`config.mk`:
```
export PLATFORM = sky130hd
export DESIGN_NAME = rpc_rx_stamp_capture
export DESIGN_NICKNAME = d
export VERILOG_FILES = /design/src/rpc_pkg.sv /design/src/rpc_classifier.sv /design/src/rpc_rx_stamp_capture.sv
export SDC_FILE = /design/constraint.sdc
export NUM_CORES = 1
export LEC_CHECK = 0
export ABC_AREA = 1
export BUFFER_PORTS_ARGS = -buffer_cell sky130_fd_sc_hd__buf_2
export CAP_MARGIN = 20
export CELL_PAD_IN_SITES_DETAIL_PLACEMENT = 0
export CELL_PAD_IN_SITES_GLOBAL_PLACEMENT = 1
export CORE_ASPECT_RATIO = 1.2
export CORE_MARGIN = 2
export CORE_UTILIZATION = 39
export DETAILED_ROUTE_END_ITERATION = 8
export PLACE_DENSITY = 0.84
export SYNTH_ARGS = -nofsm -noshare
export SYNTH_HDL_FRONTEND = slang
export SYNTH_SLANG_ARGS = --single-unit
```
`constraint.sdc`:
```
create_clock -name sys_clk -period 2.5 [get_ports sys_clk]
set_input_delay 0.5 -clock sys_clk [delete_from_list [all_inputs] [get_ports sys_clk]]
set_output_delay 0.5 -clock sys_clk [all_outputs]
set_load 0.01 [all_outputs]
```
`src/rpc_pkg.sv`:
```
// ****************************************************
// Receive stamp capture: shared constants and types
// ****************************************************
package rpc_pkg;

   // ****************************************************
   // Register map (byte addresses)
   // ****************************************************
   localparam int RPC_ADDR_W = 16;
   localparam logic [15:0] RPC_OFF_CTRL = 16'hb620;
   localparam logic [15:0] RPC_OFF_STAMP_LOW = 16'hb624;
   localparam logic [15:0] RPC_OFF_STAMP_HIGH = 16'hb628;
   localparam logic [15:0] RPC_OFF_SRC_LOW = 16'hb62c;
   localparam logic [15:0] RPC_OFF_SRC_HIGH = 16'hb630;
   localparam logic [15:0] RPC_OFF_MATCH = 16'hb634;
   localparam logic [15:0] RPC_OFF_UDP = 16'hb638;
   localparam logic [15:0] RPC_OFF_IRQ_STAT = 16'hb640;
   localparam logic [15:0] RPC_OFF_IRQ_MASK = 16'hb644;

   // ****************************************************
   // Field positions and reset values
   // ****************************************************
   localparam int RPC_CTRL_VALID_BIT = 0;
   localparam int RPC_CTRL_TYPE_LSB = 1;
   localparam int RPC_CTRL_TYPE_MSB = 3;
   localparam int RPC_CTRL_EN_BIT = 4;
   localparam int RPC_MATCH_V1_LSB = 16;
   localparam int RPC_MATCH_V2_LSB = 24;
   localparam int RPC_SRC_HIGH_SEQ_LSB = 16;
   localparam logic [2:0] RPC_CTRL_TYPE_RST = 3'h0;
   localparam logic RPC_CTRL_EN_RST = 1'b0;
   localparam logic [31:0] RPC_MATCH_RST = 32'h000088f7;
   localparam logic [15:0] RPC_UDP_RST = 16'h0319;
   localparam int RPC_IRQ_W = 2;
   localparam int RPC_IRQ_CAPT_BIT = 0;
   localparam int RPC_IRQ_LOST_BIT = 1;
   localparam logic [1:0] RPC_IRQ_MASK_RST = 2'h0;

   // ****************************************************
   // Packet-type modes and PTP header codes
   // ****************************************************
   localparam logic [2:0] RPC_MODE_L2_V2 = 3'h0;
   localparam logic [2:0] RPC_MODE_L4_V1 = 3'h1;
   localparam logic [2:0] RPC_MODE_V2_ANY = 3'h2;
   localparam logic [2:0] RPC_MODE_ALL = 3'h4;
   localparam logic [2:0] RPC_MODE_EVENT_V2 = 3'h5;
   localparam logic [3:0] RPC_PTP_V1 = 4'h1;
   localparam logic [3:0] RPC_PTP_V2 = 4'h2;
   localparam logic [3:0] RPC_MSG_ID_A = 4'h2;
   localparam logic [3:0] RPC_MSG_ID_B = 4'h3;
   localparam int RPC_MSG_EVENT_BIT = 3;

   // Packet header summary from the receive path
   typedef struct packed {
      logic stampPoint;
      logic isL2;
      logic isUdp;
      logic [15:0] etherType;
      logic [15:0] udpPort;
      logic [3:0] ptpVersion;
      logic [3:0] messageId;
      logic [7:0] v1Control;
      logic [47:0] sourceId;
      logic [15:0] sequenceNum;
   } rpc_pkt_s;

   // Classifier configuration
   typedef struct packed {
      logic [2:0] mode;
      logic [15:0] etherType;
      logic [15:0] udpPort;
      logic [7:0] v1Control;
      logic [7:0] v2MessageId;
   } rpc_match_s;

endpackage

```
`src/rpc_classifier.sv`:
```
`timescale 1ns/1ps
module rpc_classifier
   import rpc_pkg::*;
(
   input rpc_pkt_s pkt,
   input rpc_match_s cfg,
   output logic qualify
);

   // ****************************************************
   // Transport and message matching
   // ****************************************************
   logic l2Hit;
   logic l4Hit;
   logic isV1;
   logic isV2;
   logic v1Msg;
   logic v2Msg;

   // Both sides compared as carried, first wire byte high
   assign l2Hit = pkt.isL2 && (pkt.etherType == cfg.etherType);
   assign l4Hit = pkt.isUdp && (pkt.udpPort == cfg.udpPort);
   assign isV1 = pkt.ptpVersion == RPC_PTP_V1;
   assign isV2 = pkt.ptpVersion == RPC_PTP_V2;
   // Version 1 selects on control, version 2 on message id
   assign v1Msg = pkt.v1Control == cfg.v1Control;
   assign v2Msg = ({4'h0, pkt.messageId} == cfg.v2MessageId)
      || (pkt.messageId == RPC_MSG_ID_A)
      || (pkt.messageId == RPC_MSG_ID_B);

   // Mode decode; reserved codes never qualify
   always_comb begin
      case (cfg.mode)
         RPC_MODE_L2_V2: qualify = l2Hit && isV2 && v2Msg;
         RPC_MODE_L4_V1: qualify = l4Hit && isV1 && v1Msg;
         RPC_MODE_V2_ANY: begin
            qualify = (l2Hit || l4Hit) && isV2 && v2Msg;
         end
         RPC_MODE_ALL: qualify = 1'b1;
         RPC_MODE_EVENT_V2: begin
            qualify = (l2Hit || l4Hit) && isV2
               && !pkt.messageId[RPC_MSG_EVENT_BIT];
         end
         default: qualify = 1'b0;
      endcase
   end

endmodule // rpc_classifier

```
`src/rpc_rx_stamp_capture.sv`:
```
// Our own choice: the APB register port.
`timescale 1ns/1ps
// Overview of operation
// - Valid flag set when stamp latched
// - Reading high stamp word clears valid
// - Mode 000: layer-2 version-2 packets only
// - Mode 001: UDP version-1 packets only
// - Mode 010: version-2 over layer 2 or 4
// - Message match value picks Sync or Delay_req; ids 2 and 3 always match
// - Mode 100: stamp all, no lock, no indication
// - Mode 101: version-2 event messages only
// - Enable bit 4 gates stamping, resets 0
// - Stamp readable as low and high words
// - Source identity split low and high
// - Sequence number in high attribute bits
// - EtherType match value, resets to PTP
// - Version 1 and 2 message match fields
// - UDP port match value, resets 0x319
module rpc_rx_stamp_capture
   import rpc_pkg::*;
(
   input logic sys_clk,
   input logic rst_b,
   input logic psel,
   input logic penable,
   input logic pwrite,
   input logic [RPC_ADDR_W-1:0] paddr,
   input logic [31:0] pwdata,
   input logic [3:0] pstrb,
   output logic [31:0] prdata,
   output logic pready,
   output logic pslverr,
   input rpc_pkt_s rxPkt,
   input logic [63:0] sysTime,
   output logic stampToDesc,
   output logic irq
);

   // ****************************************************
   // Helpers
   // ****************************************************

   // Byte-lane merge shared by the control, match, port and mask registers
   function automatic logic [31:0] laneMerge(
      input logic [31:0] oldVal,
      input logic [31:0] newVal,
      input logic [3:0] strb
   );
      logic [31:0] res;
      res = oldVal;
      for (int i = 0; i < 4; i++) begin
         if (strb[i]) begin
            res[i*8 +: 8] = newVal[i*8 +: 8];
         end
      end
      return res;
   endfunction

   // ****************************************************
   // Declarations
   // ****************************************************
   logic validReg;
   logic enReg;
   logic [2:0] modeReg;
   logic [31:0] matchReg;
   logic [15:0] udpReg;
   logic [RPC_IRQ_W-1:0] irqStatReg;
   logic [RPC_IRQ_W-1:0] irqMaskReg;
   logic [31:0] stampLowReg;
   logic [31:0] stampHighReg;
   logic [31:0] srcLowReg;
   logic [31:0] srcHighReg;
   logic [31:0] prdataReg;
   logic stampToDescReg;
   logic [31:0] ctrlWord;
   logic [31:0] rdValue;
   logic addrOk;
   logic setupPhase;
   logic accessPhase;
   logic wrAccess;
   logic readHigh;
   logic qualify;
   logic locked;
   logic hitNow;
   logic captureNow;
   logic lostNow;
   logic [RPC_IRQ_W-1:0] irqEvents;
   logic [RPC_IRQ_W-1:0] irqClear;
   logic [RPC_IRQ_W-1:0] irqStatNext;
   logic [31:0] ctrlMerged;
   rpc_match_s matchCfg;

   // ****************************************************
   // Bus phase decode
   // ****************************************************

   // Zero wait states: every access completes in one cycle
   assign setupPhase = psel && !penable;
   assign accessPhase = psel && penable;
   assign wrAccess = accessPhase && pwrite;
   assign readHigh = accessPhase && !pwrite
      && (paddr == RPC_OFF_STAMP_HIGH);
   assign pready = 1'b1;
   assign pslverr = accessPhase && !addrOk;
   assign prdata = prdataReg;

   // ****************************************************
   // Classification and capture decision
   // ****************************************************
   assign matchCfg.mode = modeReg;
   assign matchCfg.etherType = matchReg[15:0];
   assign matchCfg.udpPort = udpReg;
   assign matchCfg.v1Control = matchReg[RPC_MATCH_V1_LSB +: 8];
   assign matchCfg.v2MessageId = matchReg[RPC_MATCH_V2_LSB +: 8];

   rpc_classifier u_classifier (
      .pkt(rxPkt),
      .cfg(matchCfg),
      .qualify(qualify)
   );

   // Stamp-all mode never locks, so later packets overwrite
   assign locked = validReg && (modeReg != RPC_MODE_ALL);
   assign hitNow = enReg && rxPkt.stampPoint && qualify;
   assign captureNow = hitNow && !locked;
   // A locked stamp drops the newer packet's time
   assign lostNow = hitNow && locked;

   // ****************************************************
   // Control register
   // ****************************************************
   always_comb begin
      ctrlWord = 32'h0;
      ctrlWord[RPC_CTRL_VALID_BIT] = validReg;
      ctrlWord[RPC_CTRL_TYPE_MSB:RPC_CTRL_TYPE_LSB] = modeReg;
      ctrlWord[RPC_CTRL_EN_BIT] = enReg;
   end

   assign ctrlMerged = laneMerge(ctrlWord, pwdata, pstrb);

   // Mode and enable; valid bit ignores writes
   always_ff @(posedge sys_clk or negedge rst_b) begin
      if (!rst_b) begin
         modeReg <= RPC_CTRL_TYPE_RST;
         enReg <= RPC_CTRL_EN_RST;
      end else if (wrAccess && paddr == RPC_OFF_CTRL) begin
         modeReg <= ctrlMerged[RPC_CTRL_TYPE_MSB:RPC_CTRL_TYPE_LSB];
         enReg <= ctrlMerged[RPC_CTRL_EN_BIT];
      end
   end

   // Valid flag; a capture in the read cycle wins
   always_ff @(posedge sys_clk or negedge rst_b) begin
      if (!rst_b) begin
         validReg <= 1'b0;
      end else if (captureNow) begin
         validReg <= 1'b1;
      end else if (readHigh) begin
         validReg <= 1'b0;
      end
   end

   // ****************************************************
   // Match configuration registers
   // ****************************************************
   always_ff @(posedge sys_clk or negedge rst_b) begin
      if (!rst_b) begin
         matchReg <= RPC_MATCH_RST;
      end else if (wrAccess && paddr == RPC_OFF_MATCH) begin
         matchReg <= laneMerge(matchReg, pwdata, pstrb);
      end
   end

   // Upper half reserved, so only low lanes land
   always_ff @(posedge sys_clk or negedge rst_b) begin
      if (!rst_b) begin
         udpReg <= RPC_UDP_RST;
      end else if (wrAccess && paddr == RPC_OFF_UDP) begin
         udpReg <= 16'(laneMerge({16'h0, udpReg}, pwdata, pstrb));
      end
   end

   // ****************************************************
   // Capture registers
   // ****************************************************

   // Time and attributes are taken in the same edge
   always_ff @(posedge sys_clk or negedge rst_b) begin
      if (!rst_b) begin
         stampLowReg <= 32'h0;
         stampHighReg <= 32'h0;
         srcLowReg <= 32'h0;
         srcHighReg <= 32'h0;
      end else if (captureNow) begin
         stampLowReg <= sysTime[31:0];
         stampHighReg <= sysTime[63:32];
         srcLowReg <= rxPkt.sourceId[31:0];
         srcHighReg <= {rxPkt.sequenceNum,
            rxPkt.sourceId[47:32]};
      end
   end

   // Descriptor indication, withheld in stamp-all mode
   always_ff @(posedge sys_clk or negedge rst_b) begin
      if (!rst_b) begin
         stampToDescReg <= 1'b0;
      end else begin
         stampToDescReg <= captureNow
            && (modeReg != RPC_MODE_ALL);
      end
   end

   assign stampToDesc = stampToDescReg;

   // ****************************************************
   // Interrupt status and mask
   // ****************************************************
   always_comb begin
      irqEvents = '0;
      irqEvents[RPC_IRQ_CAPT_BIT] = captureNow;
      irqEvents[RPC_IRQ_LOST_BIT] = lostNow;
      irqClear = '0;
      if (wrAccess && paddr == RPC_OFF_IRQ_STAT && pstrb[0]) begin
         irqClear = pwdata[RPC_IRQ_W-1:0];
      end
      // New events win over a same-cycle clear
      irqStatNext = (irqStatReg & ~irqClear) | irqEvents;
   end

   always_ff @(posedge sys_clk or negedge rst_b) begin
      if (!rst_b) begin
         irqStatReg <= '0;
      end else begin
         irqStatReg <= irqStatNext;
      end
   end

   always_ff @(posedge sys_clk or negedge rst_b) begin
      if (!rst_b) begin
         irqMaskReg <= RPC_IRQ_MASK_RST;
      end else if (wrAccess && paddr == RPC_OFF_IRQ_MASK) begin
         irqMaskReg <= RPC_IRQ_W'(laneMerge({30'h0, irqMaskReg},
            pwdata, pstrb));
      end
   end

   // Level output, follows status one cycle after events
   assign irq = |(irqStatReg & irqMaskReg);

   // ****************************************************
   // Read path
   // ****************************************************
   always_comb begin
      rdValue = 32'h0;
      addrOk = 1'b1;
      case (paddr)
         RPC_OFF_CTRL: rdValue = ctrlWord;
         RPC_OFF_STAMP_LOW: rdValue = stampLowReg;
         RPC_OFF_STAMP_HIGH: rdValue = stampHighReg;
         RPC_OFF_SRC_LOW: rdValue = srcLowReg;
         RPC_OFF_SRC_HIGH: rdValue = srcHighReg;
         RPC_OFF_MATCH: rdValue = matchReg;
         RPC_OFF_UDP: rdValue = {16'h0, udpReg};
         RPC_OFF_IRQ_STAT: rdValue = {30'h0, irqStatReg};
         RPC_OFF_IRQ_MASK: rdValue = {30'h0, irqMaskReg};
         default: addrOk = 1'b0;
      endcase
   end

   // Sampled in setup so data is a flop in the access cycle
   always_ff @(posedge sys_clk or negedge rst_b) begin
      if (!rst_b) begin
         prdataReg <= 32'h0;
      end else if (setupPhase && !pwrite) begin
         prdataReg <= rdValue;
      end
   end
endmodule // rpc_rx_stamp_capture

```
==> After elaboration in Yosys (flattened, before gate mapping) <==
Cells that the tools add are included.
{ "totals": {"ff_bits": 218} }
{ "classes": {"muxes": 6, "bitwise": 4, "n_eq_ne": 22, "n_reduce_logical": 48} }
{ "op_table": {"columns": ["op", "n"], "rows": [
  ["$pmux 32 s9", 1],
  ["$eq 16x16->1 const B", 9],
  ["$eq 16x16->1", 2],
  ["$logic_and 1x1->1", 28],
  ["$reduce_and 2->1", 8],
  ["$eq 4x2->1 const B", 3],
  ["$reduce_or 9->1", 1],
  ["$eq 4x8->1", 1],
  ["$eq 8x8->1", 1],
  ["$eq 3x3->1 const B", 2],
  ["$logic_not 1->1", 5],
  ["$pmux 1 s5", 1],
  ["$and 2x2->2", 2],
  ["$eq 4x1->1 const B", 1],
  ["$eq 3x1->1 const B", 1],
  ["$eq 3x2->1 const B", 1],
  ["$logic_not 3->1", 1],
  ["$logic_or 1x1->1", 3],
  ["$mux 1", 3],
  ["$ne 3x3->1 const B", 1],
  ["$mux 2", 1],
  ["$not 2->2", 1],
  ["$or 2x2->2", 1],
  ["$reduce_bool 2->1", 1],
  ["$reduce_or 2->1", 1]
]} }

==> Longest topological paths before layout <==
{ "depth": {"word_depth": 9, "ltp_mapped": 15, "mapped_depth_nobuf": 13} }

==> Hierarchy <==
From an unflattened synthesis, not the netlist that was laid out.
{ "hier_totals": {"cells_unflattened": 1344, "hier_area_um2": 10919.2} }
{ "by_module_without_submodules": {"columns": ["module", "area_per_inst_um2", "cells_each", "seq_area_each_um2", "instances"], "rows": [
  ["rpc_rx_stamp_capture", 10017.1, 1144, 5472.7, 1],
  ["rpc_classifier", 902.1, 200, 0.0, 1]
]} }

==> Least setup slack after synthesis <==
Ideal clock, no wire load.
{ "synth_path": {"kind": "input -> output", "start": "input port paddr[15]", "end": "output port pslverr", "path_buffers": 2, "path_stages": 9, "t_required_ps": 2000, "slack_ps": 209, "arrival_ps": 1791, "path_cell_list": "nand2_1 > nor2_1 > nand3_2 > inv_1 > nand2_1 > buf_2 > clkbuf_1 > nand3_1 > nor4_1"} }
{ "synth_between": {"elab_chain_cells": 5, "word_cells_on_any_way": 13, "classes_between": "eq/ne: 9; mux: 1; reduce/logical: 3"} }
{ "synth_rtl": {"columns": ["element", "line_no", "source"], "rows": [
  ["from (decl)", "rpc_rx_stamp_capture.sv:27", "input logic [RPC_ADDR_W-1:0] paddr,"],
  ["$eq 16x16->1", "rpc_rx_stamp_capture.sv:256", "case (paddr)"],
  ["$reduce_or 9->1 (no source line) *", null, null],
  ["$mux 1 *", "rpc_rx_stamp_capture.sv:256", null],
  ["$logic_not 1->1 *", "rpc_rx_stamp_capture.sv:104", "assign pslverr = accessPhase && !addrOk;"],
  ["$logic_and 1x1->1 *", "rpc_rx_stamp_capture.sv:104", null],
  ["to (decl)", "rpc_rx_stamp_capture.sv:32", "output logic pslverr,"]
]} }
Mark *: on every way between the ends. The rest lies on a longest branch, timed or not.

==> Final worst setup path <==
{ "layout_path": {"start": "input port paddr[1]", "end": "output port pslverr"} }
Same word-level chain as after synthesis.

==> results.json <==
{
  "drt_first_pass_iters": 7,
  "timing.final.crit_period_ns": 2.286,
  "grt_pass1_wl_um": 56300,
  "grtUsageTotal": 0.2430,
  "dp_slack_ns": -0.2319,
  "die_area_um2": 29650,
  "layout_setup_ws_ns": 0.2140,
  "timing.rr.end": "stampLowReg[12]",
  "syn-cell-area_um2": 11030,
  "synthArstFlopShare": 1.000,
  "r2r_slack_ns": 0.24,
  "register_area_um2": 5473,
  "drt_wl_total_um": 36010,
  "holdCritStartpoint": "pwdata[26]",
  "cts_tree": "done",
  "ys_ff_latch": 218,
  "clock_sinks": 218,
  "ys.flop_type": "dfrtp_1",
  "fillerInstances": 2830,
  "crit_path_end_kind": "output port",
  "start_util": 0.3952,
  "first_global_vias": 10387,
  "dp_cells": 2012,
  "grt-ovfl-total": 0,
  "design_area_um2": 13660,
  "numCtsBuffers": 25,
  "finalHoldViolations": 0,
  "syn2layout_area_growth_pct": 23.83,
  "skew_ns": 0.01956,
  "grt_max_degree": 68,
  "yosysTopAreaCellShare": 0.4627,
  "place_area_um2": 12860,
  "worstHoldEndpoint": "matchReg[26]",
  "finalNonFillerCells": 2063,
  "crit_fanout": 4,
  "power.leakage_uw": 0.007449,
  "core_area_um2": 27920,
  "row_count": 67,
  "synth_edf_count": 0,
  "hold_path.class": "in -> reg",
  "num_vias": 10651,
  "setup_viol": 0,
  "crit_type": "in -> out",
  "fmax_mhz": 437.5,
  "yosysTopAreaCell": "dfrtp_1",
  "tightest_slew_ns": 0.6471,
  "cp.arrival_ns": 1.79,
  "clk_pin_slew_ns": 0.06,
  "vias_per_cell": 5.163,
  "slew_headroom": 0.5681,
  "pin_count": 272,
  "die_h_um": 188.2,
  "yosysWarnings": 0,
  "syn_nets": 1654,
  "fin_hold_ws_ns": 0.2000,
  "setup_tns_ns": 0,
  "p_per_area_nw_per_um2": 539.7,
  "io_buffers": 270,
  "synth_cells": 1418,
  "postRouteAntennaNets": 0,
  "status": "complete, no violations",
  "worstReg2RegStart": "matchReg[7]",
  "cp-start-kind": "input port",
  "h-tree-depth": 1,
  "drt_iter0_markers": 734,
  "synthDistinctLibCells": 32,
  "crit_slowest_cell": "nor2_1",
  "synth_common_cells": "nand2_1, dfrtp_1, nand4_1",
  "cts_root_buf": "clkbuf_16",
  "post-dp-hpwl_um": 25310,
  "path_cells": "buf_2 > nor2_1 > inv_2 > nor2_2 > nand2_1 > nor2_2 > o21ai_0 > nand3_1 > nor4_2 > buf_2",
  "final_nets": 1897,
  "gp_congestion": 0.8856,
  "rsz0062_at_grt": "no",
  "fin_crit_sh": 0.9144,
  "maxSlewViolCount": 0,
  "max-vdd-ir-drop_uv": 425.1,
  "clockBufferDepth": 3,
  "drive_above_1_share": 0.2417,
  "rr_worst_depth": 13,
  "antenna_found_initial": 6,
  "required_ns": 2.00,
  "syn_avg_cell_area_um2": 7.780,
  "wire_per_inst_um": 17.45,
  "multi_input_area_um2": 4828,
  "ys_seq_area_frac": 0.4961,
  "slowest_delay_ns": 0.19,
  "clock_latency_ns": 0.53,
  "synth.most_common_cell": "nand2_1",
  "min_delay_path_depth": 2,
  "drcViolationCount": 0,
  "die_w_um": 157.5,
  "cap_violations": 0,
  "synth_area_leaders": "dfrtp_1, nand2_1, nand4_1, nand3_1, dfstp_2"
}
==> critical path, delay by kind of cell <==
kind	cells	cell delay, ns
AOI/OAI and AO/OA	1	0.11
and+or+nand+nor	6	0.82
buffers and inverters	3	0.34
==> state kept, by name (all words and copies together), names as in the netlist <==
register / cells
prdata: 32
irqStatReg: 2
validReg: 1
modeReg: 3
matchReg: 32
srcHighReg: 32
stampLowReg: 32
udpReg: 16
stampToDesc: 1
enReg: 1
irqMaskReg: 2
stampHighReg: 32
srcLowReg: 32
==> worst max path at each step <==
stage | start | to | cells after the start | slack [ns]
finish | paddr[1] | pslverr | 10 | 0.21
global route | paddr[1] | pslverr | 10 | 0.03
CTS | paddr[3] | pslverr | 8 | 0.20
floorplan | paddr[15] | pslverr | 9 | 0.21
global placement | rxPkt[76] | stampHighReg[19] | 9 | -0.16
detailed placement | rxPkt[76] | srcHighReg[20] | 9 | -0.23
==> per-stage QoR <==
step	util	power, uW
3_5_place_dp	0.4608	4008
6_report	0.4894	7373
2_1_floorplan	-	3676
5_1_grt	0.4890	7645
3_3_place_gp	0.4608	4008
4_1_cts	0.4884	7472
==> timing repair <==
item	4_1_cts	5_1_grt
hold endpoints to repair	61	0
resized for setup	0	4
buffers inserted	0	0
hold buffers	1	0
endpoints found under the setup margin	0	6
==> area by class of cell <==
| cell class | instances | area share |
|---|---|---|
| Antenna cell | 4 | 0.0007327 |
| Clock buffer | 41 | 0.05312 |
| Clock inverter | 5 | 0.002381 |
| Inverter | 89 | 0.02446 |
| Multi-Input combinational cell | 1020 | 0.3535 |
| Sequential cell | 218 | 0.4006 |
| Tap cell | 379 | 0.03471 |
| Timing Repair Buffer | 307 | 0.1305 |
==> routing by layer <==
metal | track usage | vias up | share of wire
met5 | 0 | - | 0.0012
met1 | 0.3341 | 5001 | 0.43
met4 | 0.05734 | 6 | 0.022
met3 | 0.04186 | 56 | 0.075
li1 | - | 5184 | -
met2 | 0.4009 | 404 | 0.47
==> placed cells by master (no fill, tap or decap), types with 3 or more instances in the layout <==
cell       count
nor2_1        51
mux2_2        16
nand3_1       87
xnor2_1        6
xor2_1         6
buf_4         24
or2_2          5
dfrtp_1      204
dfstp_2       14
o22ai_1       11
inv_1         72
nor3_4         3
diode_2        4
clkinv_2       3
nor3_1         5
clkbuf_16     25
a211oi_1      14
o21ai_0       65
clkbuf_8       4
buf_2        269
o21ai_1       13
buf_12        11
nand4_1      149
inv_2         17
nand2_1      569
clkbuf_1      12
==> where the power goes <==
group | leakage, uW | internal [uW] | switching, uW
clock | 0.000372 | 1980 | 1450
combinational | 0.00408 | 178 | 234
sequential | 0.00300 | 3530 | 0.0453
==> logic make-up (layout without fill, tap and decap cells) <==
family	count (synthesis)	count (layout)	share of synthesized area
simple gates	885	885	0.3519
flops	218	218	0.4961
buf+inv	180	442	0.07213
compound gates	106	106	0.05365
mux	16	16	0.01633
xor+xnor	12	12	0.009527
other cells	1	5	0.0003399
(Power assumes the default switching activity.)
